**config.mk**
```make
export PLATFORM = sky130hd
export DESIGN_NAME = sard_host_flat
export DESIGN_NICKNAME = d
export VERILOG_FILES = /design/src/hdl/sard_pkg.sv /design/src/hdl/sard_if.sv /design/src/hdl/sard_host.sv /design/src/flat_wrapper.sv
export VERILOG_INCLUDE_DIRS = /design/src /design/src/hdl
export SDC_FILE = /design/constraint.sdc
export NUM_CORES = 1
export LEC_CHECK = 0
export BUFFER_PORTS_ARGS = -buffer_cell sky130_fd_sc_hd__buf_2
export CORE_UTILIZATION = 32
export CTS_BUF_LIST = sky130_fd_sc_hd__clkbuf_16
export CTS_CLUSTER_DIAMETER = 50
export DETAILED_ROUTE_END_ITERATION = 8
export GPL_TIMING_DRIVEN = 0
export HOLD_SLACK_MARGIN = 0.08
export SLEW_MARGIN = 20
export SYNTH_ARGS = -nofsm -noshare
export SYNTH_HDL_FRONTEND = slang
export SYNTH_SLANG_ARGS = --single-unit
```
**constraint.sdc**
```tcl
create_clock -name clk_sys -period 4.2 [get_ports clk_sys]
set_clock_uncertainty 0.1 [all_clocks]
set_input_delay 0.42 -clock clk_sys [delete_from_list [all_inputs] [get_ports clk_sys]]
set_output_delay 0.42 -clock clk_sys [all_outputs]
set_load 0.03 [all_outputs]
```
**src/hdl/sard_params.svh**
```systemverilog
// timing counts, word layout and code figures for the serial readout link
`ifndef SARD_PARAMS_SVH
`define SARD_PARAMS_SVH
`define SARD_CLK_NS 50
`define SARD_WORD_BITS 16
`define SARD_RES_BITS 10
`define SARD_LEAD_ZEROS 3
`define SARD_TAIL_ZEROS 2
`define SARD_HOLD_END_RISE 13
`define SARD_ABORT_FIRST_FALL 2
`define SARD_ABORT_LAST_FALL 10
`define SARD_TRACK_MIN_NS 350
`define SARD_QUIET_NS 50
`define SARD_FRAME_CYCLES 20
`define SARD_HALF_PERIOD 2
`define SARD_TRACK_MIN_TICKS ((`SARD_TRACK_MIN_NS + `SARD_CLK_NS - 1) / `SARD_CLK_NS)
`define SARD_QUIET_TICKS ((`SARD_QUIET_NS + `SARD_CLK_NS - 1) / `SARD_CLK_NS)
`define SARD_FULL_SCALE 1024
`endif

```
**src/hdl/sard_pkg.sv**
```systemverilog
// types shared by both ends of the serial readout link
`default_nettype none
package sard_pkg;
  // converter end state, gray along idle-hold-track
  typedef enum logic [1:0] {
    SARD_IDLE = 2'b00,
    SARD_HOLD = 2'b01,
    SARD_TRACK = 2'b11,
    SARD_SHUT = 2'b10
  } sard_dev_e;
  // host end state, gray along idle-low-high-gap
  typedef enum logic [1:0] {
    SARD_H_IDLE = 2'b00,
    SARD_H_LOW = 2'b01,
    SARD_H_HIGH = 2'b11,
    SARD_H_GAP = 2'b10
  } sard_host_e;
  typedef logic [9:0] sard_code_t;
endpackage
`default_nettype wire

```
**src/hdl/sard_if.sv**
```systemverilog
// wires between converter end and host end
`default_nettype none
interface sard_if;
  logic frame_sel_n; // low frames one conversion
  logic sclk;        // serial clock from the host
  logic result_out;  // data bit from converter
  logic result_oe_n; // low while converter drives result_out
  // converter end
  modport dev (input frame_sel_n, input sclk, output result_out, output result_oe_n);
  // host end
  modport host (output frame_sel_n, output sclk, input result_out, input result_oe_n);
endinterface
`default_nettype wire

```
**src/hdl/sard_host.sv**
```systemverilog
// host end: frame and clock generation, word capture through a two-entry buffer
`include "sard_params.svh"
`default_nettype none
module sard_host
  import sard_pkg::*;
#(
  parameter int FRAME_CYCLES = `SARD_FRAME_CYCLES,
  parameter int BUF_DEPTH = 2
) (
  // clock and reset
  input wire logic clk_sys,
  input wire logic rst_n,
  // link
  sard_if.host link,
  // user request
  input wire logic start,
  output logic busy,
  // result stream
  output logic code_valid,
  input wire logic code_ready,
  output logic [`SARD_RES_BITS-1:0] code
);
  localparam int GAP_TICKS = `SARD_TRACK_MIN_TICKS > `SARD_QUIET_TICKS ?
                             `SARD_TRACK_MIN_TICKS : `SARD_QUIET_TICKS;
  // ==========================================================
  // elaboration check: at least 17 clocks, at most 31
  initial begin
    if (FRAME_CYCLES < `SARD_WORD_BITS + 1 || FRAME_CYCLES > 31 || BUF_DEPTH != 2) begin
      $error("frame length or buffer depth not served");
    end
  end

  // ==========================================================
  // frame generator
  sard_host_e state, next_state;
  logic sel_n, next_sel_n;
  logic sclk, next_sclk;
  logic ph, next_ph;                 // half-period phase within a clock cycle
  logic [4:0] cyc, next_cyc;         // serial clock cycles in this frame
  logic [4:0] gap, next_gap;         // ticks of high frame select
  logic [15:0] sh, next_sh;          // captured bits
  logic push, next_push;
  logic next_busy;                   // busy flag, registered so the output comes from a flop
  logic in_ready;                    // buffer can take a word

  always_comb begin
    next_state = state;
    next_sel_n = sel_n;
    next_sclk = sclk;
    next_ph = ph;
    next_cyc = cyc;
    next_gap = gap;
    next_sh = sh;
    next_push = 1'b0;
    case (state)
      SARD_H_IDLE: begin
        // stall on a full buffer, so no word is lost
        if (start && in_ready) begin
          next_state = SARD_H_LOW;
          next_sel_n = 1'b0;
          next_sclk = 1'b1;          // clock high so first edge is a fall
          next_ph = 1'b0;
          next_cyc = '0;
        end
      end
      SARD_H_LOW: begin
        next_ph = ~ph;
        if (ph) begin
          next_sclk = ~sclk;
          if (!sclk) begin
            // rising edge: capture the bit
            next_sh = {sh[14:0], link.result_out};
            next_cyc = cyc + 5'h01;
            if (cyc == 5'(`SARD_WORD_BITS - 1)) begin
              next_push = 1'b1;
            end
            if (cyc == 5'(FRAME_CYCLES - 1)) begin
              next_state = SARD_H_HIGH;
              next_sel_n = 1'b1;     // frame done, spacing met by length
              next_gap = '0;
            end
          end
        end
      end
      SARD_H_HIGH: begin
        // keep select high for track and quiet time
        next_gap = gap + 5'h01;
        if (gap == 5'(GAP_TICKS - 1)) begin
          next_state = SARD_H_GAP;
        end
      end
      SARD_H_GAP: begin
        next_state = SARD_H_IDLE;
      end
      default: begin
        next_state = SARD_H_IDLE;
      end
    endcase
    next_busy = (next_state != SARD_H_IDLE);
  end

  always_ff @(posedge clk_sys or negedge rst_n) begin
    if (!rst_n) begin
      state <= SARD_H_IDLE;
      sel_n <= 1'b1;
      sclk <= 1'b1;
      ph <= 1'b0;
      cyc <= '0;
      gap <= '0;
      sh <= '0;
      push <= 1'b0;
      busy <= 1'b0;
    end else begin
      state <= next_state;
      sel_n <= next_sel_n;
      sclk <= next_sclk;
      ph <= next_ph;
      cyc <= next_cyc;
      gap <= next_gap;
      sh <= next_sh;
      push <= next_push;
      busy <= next_busy;
    end
  end

  assign link.frame_sel_n = sel_n;
  assign link.sclk = sclk;
  // ==========================================================
  // two-entry buffer; the code sits after three leading zeros
  logic [`SARD_RES_BITS-1:0] mem [BUF_DEPTH];
  logic [1:0] cnt, next_cnt;
  logic wp, rp, next_wp, next_rp;
  logic pop;
  logic next_valid;                  // registered valid, same cycle as the count
  logic [`SARD_RES_BITS-1:0] next_code; // head word for the next cycle
  assign in_ready = (cnt != 2'h2);
  assign pop = code_valid & code_ready;

  always_comb begin
    next_cnt = cnt;
    next_wp = wp;
    next_rp = rp;
    if (push) begin
      next_wp = ~wp;
    end
    if (pop) begin
      next_rp = ~rp;
    end
    if (push && !pop) begin
      next_cnt = cnt + 2'h1;
    end else if (pop && !push) begin
      next_cnt = cnt - 2'h1;
    end
    next_valid = (next_cnt != 2'h0);
    // head entry being written now is taken straight from the capture register
    if (push && next_rp == wp) begin
      next_code = sh[12:3];
    end else begin
      next_code = mem[next_rp];
    end
  end

  always_ff @(posedge clk_sys or negedge rst_n) begin
    if (!rst_n) begin
      cnt <= '0;
      wp <= 1'b0;
      rp <= 1'b0;
      mem[0] <= '0;
      mem[1] <= '0;
      code_valid <= 1'b0;
      code <= '0;
    end else begin
      cnt <= next_cnt;
      code_valid <= next_valid;
      code <= next_code;
      wp <= next_wp;
      rp <= next_rp;
      if (push) begin
        mem[wp] <= sh[12:3];
      end
    end
  end

endmodule
`default_nettype wire

```
**src/flat_wrapper.sv**
```systemverilog
// flat-port wrapper written by rule: the top's interface ports become plain ports
module sard_host_flat import sard_pkg::*;
#(
  parameter int FRAME_CYCLES = `SARD_FRAME_CYCLES,
  parameter int BUF_DEPTH = 2
)
  (clk_sys, rst_n, start, busy, code_valid, code_ready, code, link_frame_sel_n, link_sclk, link_result_out, link_result_oe_n);
  sard_if link_i ();
  input wire logic clk_sys;
  input wire logic rst_n;
  input wire logic start;
  output logic busy;
  output logic code_valid;
  input wire logic code_ready;
  output logic [`SARD_RES_BITS-1:0] code;
  output wire logic [$bits(link_i.frame_sel_n)-1:0] link_frame_sel_n;
  output wire logic [$bits(link_i.sclk)-1:0] link_sclk;
  input wire logic [$bits(link_i.result_out)-1:0] link_result_out;
  input wire logic [$bits(link_i.result_oe_n)-1:0] link_result_oe_n;
  assign link_frame_sel_n = link_i.frame_sel_n;
  assign link_sclk = link_i.sclk;
  assign link_i.result_out = link_result_out;
  assign link_i.result_oe_n = link_result_oe_n;
  sard_host #(.FRAME_CYCLES(FRAME_CYCLES), .BUF_DEPTH(BUF_DEPTH)) u_core (.clk_sys(clk_sys), .rst_n(rst_n), .link(link_i), .start(start), .busy(busy), .code_valid(code_valid), .code_ready(code_ready), .code(code));
endmodule
```
==> flow_summary_export.csv <==
group,metric,value,unit
power,worst_ir_drop_vdd,0.200,mV
clocking,clk_latency,0.32,ns
clocking,tritoncts_clock_tree,"done",
yosys,synth.lib_cells_used.distinct,37,
worst_setup_path,regToRegStartpoint,"u_core.code_valid",
yosys,predominant_post_synthesis_flop_cell,"sky130_fd_sc_hd__dfrtp_1",
power,report.power.total,0.00210,W
power,p_sw,0.000622,W
final_layout,antennaDiodeCount,0,
yosys,synthTopCellsByArea,"sky130_fd_sc_hd__dfrtp_1, sky130_fd_sc_hd__mux2_2, sky130_fd_sc_hd__ha_1",
worst_setup_path,critical_path.slowest_cell,"sky130_fd_sc_hd__mux2i_4",
timing,clock.fmax,497,MHz
routing,number_of_nets_with_antenna_violations_after_detailed_routing,0,
routing,drcViolationCount,0,
clocking,number_of_clock_buffers_inserted_by_tritoncts,9,
power,cellLeakagePower,1.65,nW
worst_setup_path,arrival,2.12,ns
final_layout,syn2layout_area_growth,19.4,%
grt,grt-busiest-layer,"met2",
grt,gr-usage-met2,18.6,%
clocking,clock-sinks,65,
grt,grt_use_total,11.6,%
yosys,synth_enable_flop_cells,0,
worst_setup_path,worst-setup-path-type,"flop to flop",
final_layout,final_layout_size_suffix_gt1_share,42.7,%
worst_setup_path,worst-endpoint-required,4.30,ns
worst_setup_path,critical_path.endpoint_type,"flop",
clocking,postCtsSetupRepairBufs,0,
clocking,h-tree-depth,3,
routing,via_count,1565,
yosys,synth-async-reset-ratio,100,%
clocking,worst_setup_hold_path_clk_slew,0.06,ns
timing,post-route-min-period,2.01,ns
timing,timing.hold.ws,0.235,ns
yosys,ys.warnings.count,0,
worst_setup_path,crit_end,"u_core.code[3]",
grt,grt_pass1_wl,7720,µm
floorplan,std_cell_rows,33,
routing,post_drt_via_cell_ratio,4.55,
floorplan,number_of_primary_i_o_pins,20,
placed_design,place.gp.congestion,0.739,
power,p_per_area,629,nW/µm²
yosys,synth_nets,214,
worst_hold_path,min-delay-path-class,"input pin to flop",
worst_setup_path,setup.reg_to_reg.worst_slack,2.19,ns
timing,max_slew.worst_pin.slew,0.646,ns
worst_setup_path,reg2regPathDepth,4,
grt,grtUsageMet1,13.6,%
yosys,syn-cell-area,2790,µm²
timing,tns,0,ns
final_layout,finalNetCount,245,
timing,drv_slew,0,
timing,setup_repair_after_global_routing_missed_its_margin,"no",
worst_setup_path,critical-path-max-stage-delay,0.56,ns
yosys,synth_top_area_share,56.4,%
floorplan,full_die_area,9110,µm²
worst_setup_path,critical_path_cell_by_cell,"nand2_2, xor2_2, mux2i_4, mux2_2",
placed_design,post-dp-hpwl,2790,µm
worst_setup_path,r2r-end,"u_core.code[3]",
floorplan,dieHeight,95.4,µm
job,drv_cap,0,
yosys,synth_top_cell_by_area,"sky130_fd_sc_hd__dfrtp_1",
power,clkPwrFrac,33.6,%
final_layout,multiInputGateArea,1090,µm²
grt,antenna_found_initial,0,
clocking,cts_resized,0,
worst_setup_path,timing.critical_path.from_type,"flop",
timing,slew_headroom,56.9,%
floorplan,start_util,33.5,%
grt,grt_start_max_net_pins,38,
routing,route.detailed.wl_per_inst,12.8,µm
yosys,syn_inst,203,
clocking,clock_path_buffers,2,
routing,dr.first_iter.drc_count,53,
power,switching_share,29.6,%
timing,finalCritPeriodShare,47.9,%
routing,wl,4420,µm
worst_setup_path,start_point_of_the_critical_path,"u_core.code_valid",
placed_design,io_buffer_count,18,
floorplan,die_x,95.4,µm
timing,setup_violations,0,
grt,first_global_vias,1671,
clocking,cts.root.buffer_cell,"sky130_fd_sc_hd__clkbuf_16",
yosys,average_cell_area_after_synthesis,13.8,µm²
yosys,synth-seq-area-share,58.3,%
clocking,cts-hold-fix-buffers,1,
outcome,outcome,"complete, no violations",
grt,overflow,0,
power,power.sequential.fraction,42.5,%
power,p_comb_share,23.8,%
final_layout,fillerInstances,801,
floorplan,core-area,8340,µm²
final_layout,ff_latch_area,1630,µm²
worst_setup_path,crit_path_max_fanout,10,
yosys,yosys_register_bits,65,
grt,grt_util_met3,4.47,%
timing,hold_viol_final,0,
power,cell_internal_pwr,0.00148,W
routing,drt_first_pass_iters,3,
[worst max-delay path: cells and delay by family (launching register included)]
family / cells / cell delay [ns]
and+or+nand+nor: 1 / 0.14
DFF: 1 / 0.41
xor gates and xnor gates: 1 / 0.28
muxes: 2 / 0.96
[registers in the layout (all words and copies together) (netlist names)]
| signal | cells |
|---|---|
| u_core.gap | 5 |
| u_core.link.frame_sel_n | 1 |
| u_core.ph | 1 |
| u_core.mem | 20 |
| u_core.cnt | 2 |
| u_core.code | 10 |
| u_core.code_valid | 1 |
| u_core.cyc | 5 |
| u_core.push | 1 |
| u_core.state | 2 |
| u_core.wp | 1 |
| u_core.link.sclk | 1 |
| u_core.sh | 13 |
| u_core.rp | 1 |
| u_core.busy | 1 |
[area by class of cell]
| cell class | instances | area share [%] |
|---|---|---|
| sequential | 65 | 48.8 |
| multi-input combinational | 124 | 32.8 |
| clock buffer | 9 | 6.75 |
| tap | 105 | 3.94 |
| timing repair buffer | 20 | 3.67 |
| clock inverter | 7 | 1.91 |
| buffer | 7 | 1.35 |
| inverter | 7 | 0.787 |
[worst min-delay path by stage]
stage | startpoint | to | slack, ns | cells past startpoint
after floorplan | rst_n | u_core.busy | 0.02 | 0
after global placement | u_core.wp | u_core.wp | 0.37 | 1
after detailed placement | rst_n | u_core.code[4] | 0.27 | 1
after CTS | link_result_out | u_core.sh[0] | 0.23 | 2
after global routing | link_result_out | u_core.sh[0] | 0.23 | 2
final | link_result_out | u_core.sh[0] | 0.23 | 2
[power groups by stage]
stage,combinational [W],clock (W),sequential (W)
2_1_floorplan,0.000369,0,0.000911
3_3_place_gp,0.000496,0,0.000900
3_5_place_dp,0.000505,0,0.000906
4_1_cts,0.000512,0.000728,0.000896
5_1_grt,0.000562,0.000752,0.000925
6_report,0.000500,0.000706,0.000893
[routing by layer]
metal / part of all wire, % / vias to the layer above
met5: 0 / -
met2: 46 / 17
met1: 48 / 777
met4: 1.5 / 0
li1: - / 765
met3: 4.1 / 6
[synthesized netlist by cell type (3+ instances only)]
cell and instances:
sky130_fd_sc_hd__nor2_1 11, sky130_fd_sc_hd__mux2_2 51, sky130_fd_sc_hd__inv_1 7, sky130_fd_sc_hd__nand2_1 6
sky130_fd_sc_hd__xnor2_1 6, sky130_fd_sc_hd__xor2_1 3, sky130_fd_sc_hd__o21ai_0 3, sky130_fd_sc_hd__buf_2 3
sky130_fd_sc_hd__nand3_1 4, sky130_fd_sc_hd__a21oi_1 7, sky130_fd_sc_hd__and2_1 3, sky130_fd_sc_hd__ha_1 5
sky130_fd_sc_hd__dfrtp_1 63
[cell usage in the layout (no fill, tap or decap), types with 2 or more instances in the layout]
| master | Yosys | layout |
|---|---|---|
| sky130_fd_sc_hd__dfrtp_1 | 63 | 63 |
| sky130_fd_sc_hd__mux2_2 | 51 | 51 |
| sky130_fd_sc_hd__buf_2 | 3 | 20 |
| sky130_fd_sc_hd__nor2_1 | 11 | 11 |
| sky130_fd_sc_hd__clkbuf_16 | 0 | 9 |
| sky130_fd_sc_hd__inv_1 | 7 | 8 |
| sky130_fd_sc_hd__a21oi_1 | 7 | 7 |
| sky130_fd_sc_hd__nand2_1 | 6 | 6 |
| sky130_fd_sc_hd__xnor2_1 | 6 | 6 |
| sky130_fd_sc_hd__ha_1 | 5 | 5 |
| sky130_fd_sc_hd__nand3_1 | 4 | 4 |
| sky130_fd_sc_hd__xor2_1 | 3 | 3 |
| sky130_fd_sc_hd__buf_4 | 2 | 3 |
| sky130_fd_sc_hd__and2_1 | 3 | 3 |
| sky130_fd_sc_hd__o21ai_0 | 3 | 3 |
| sky130_fd_sc_hd__clkinv_2 | 0 | 3 |
| sky130_fd_sc_hd__mux2_4 | 2 | 2 |
| sky130_fd_sc_hd__nor4bb_1 | 2 | 2 |
| sky130_fd_sc_hd__nand4_1 | 2 | 2 |
| sky130_fd_sc_hd__or2_2 | 2 | 2 |
| sky130_fd_sc_hd__a211oi_1 | 2 | 2 |
| sky130_fd_sc_hd__clkinvlp_4 | 0 | 2 |
| sky130_fd_sc_hd__dfstp_2 | 2 | 2 |
[cell families after synthesis]
kind of cell | share of synthesized area, %
AO/OA/AOI/OAI | 3.05
AND/OR/NAND/NOR | 8.02
buffers and inverters | 2.55
XOR/XNOR | 3.40
multiplexers | 22.4
flip-flops | 58.3
adder cells (fa/ha/maj) | 2.24
[per-stage QoR]
step | setup slack, ns | utilization [%] | instance area [µm²] | cells
2_1_floorplan | 2.23 | - | 2790 | 203
3_3_place_gp | 2.03 | 36.2 | 3020 | 326
3_5_place_dp | 2.05 | 36.4 | 3040 | 327
4_1_cts | 2.14 | 40.0 | 3340 | 344
5_1_grt | 2.08 | 40.0 | 3340 | 344
6_report | 2.19 | 40.0 | 3340 | 344
(Power assumes the default switching activity.)
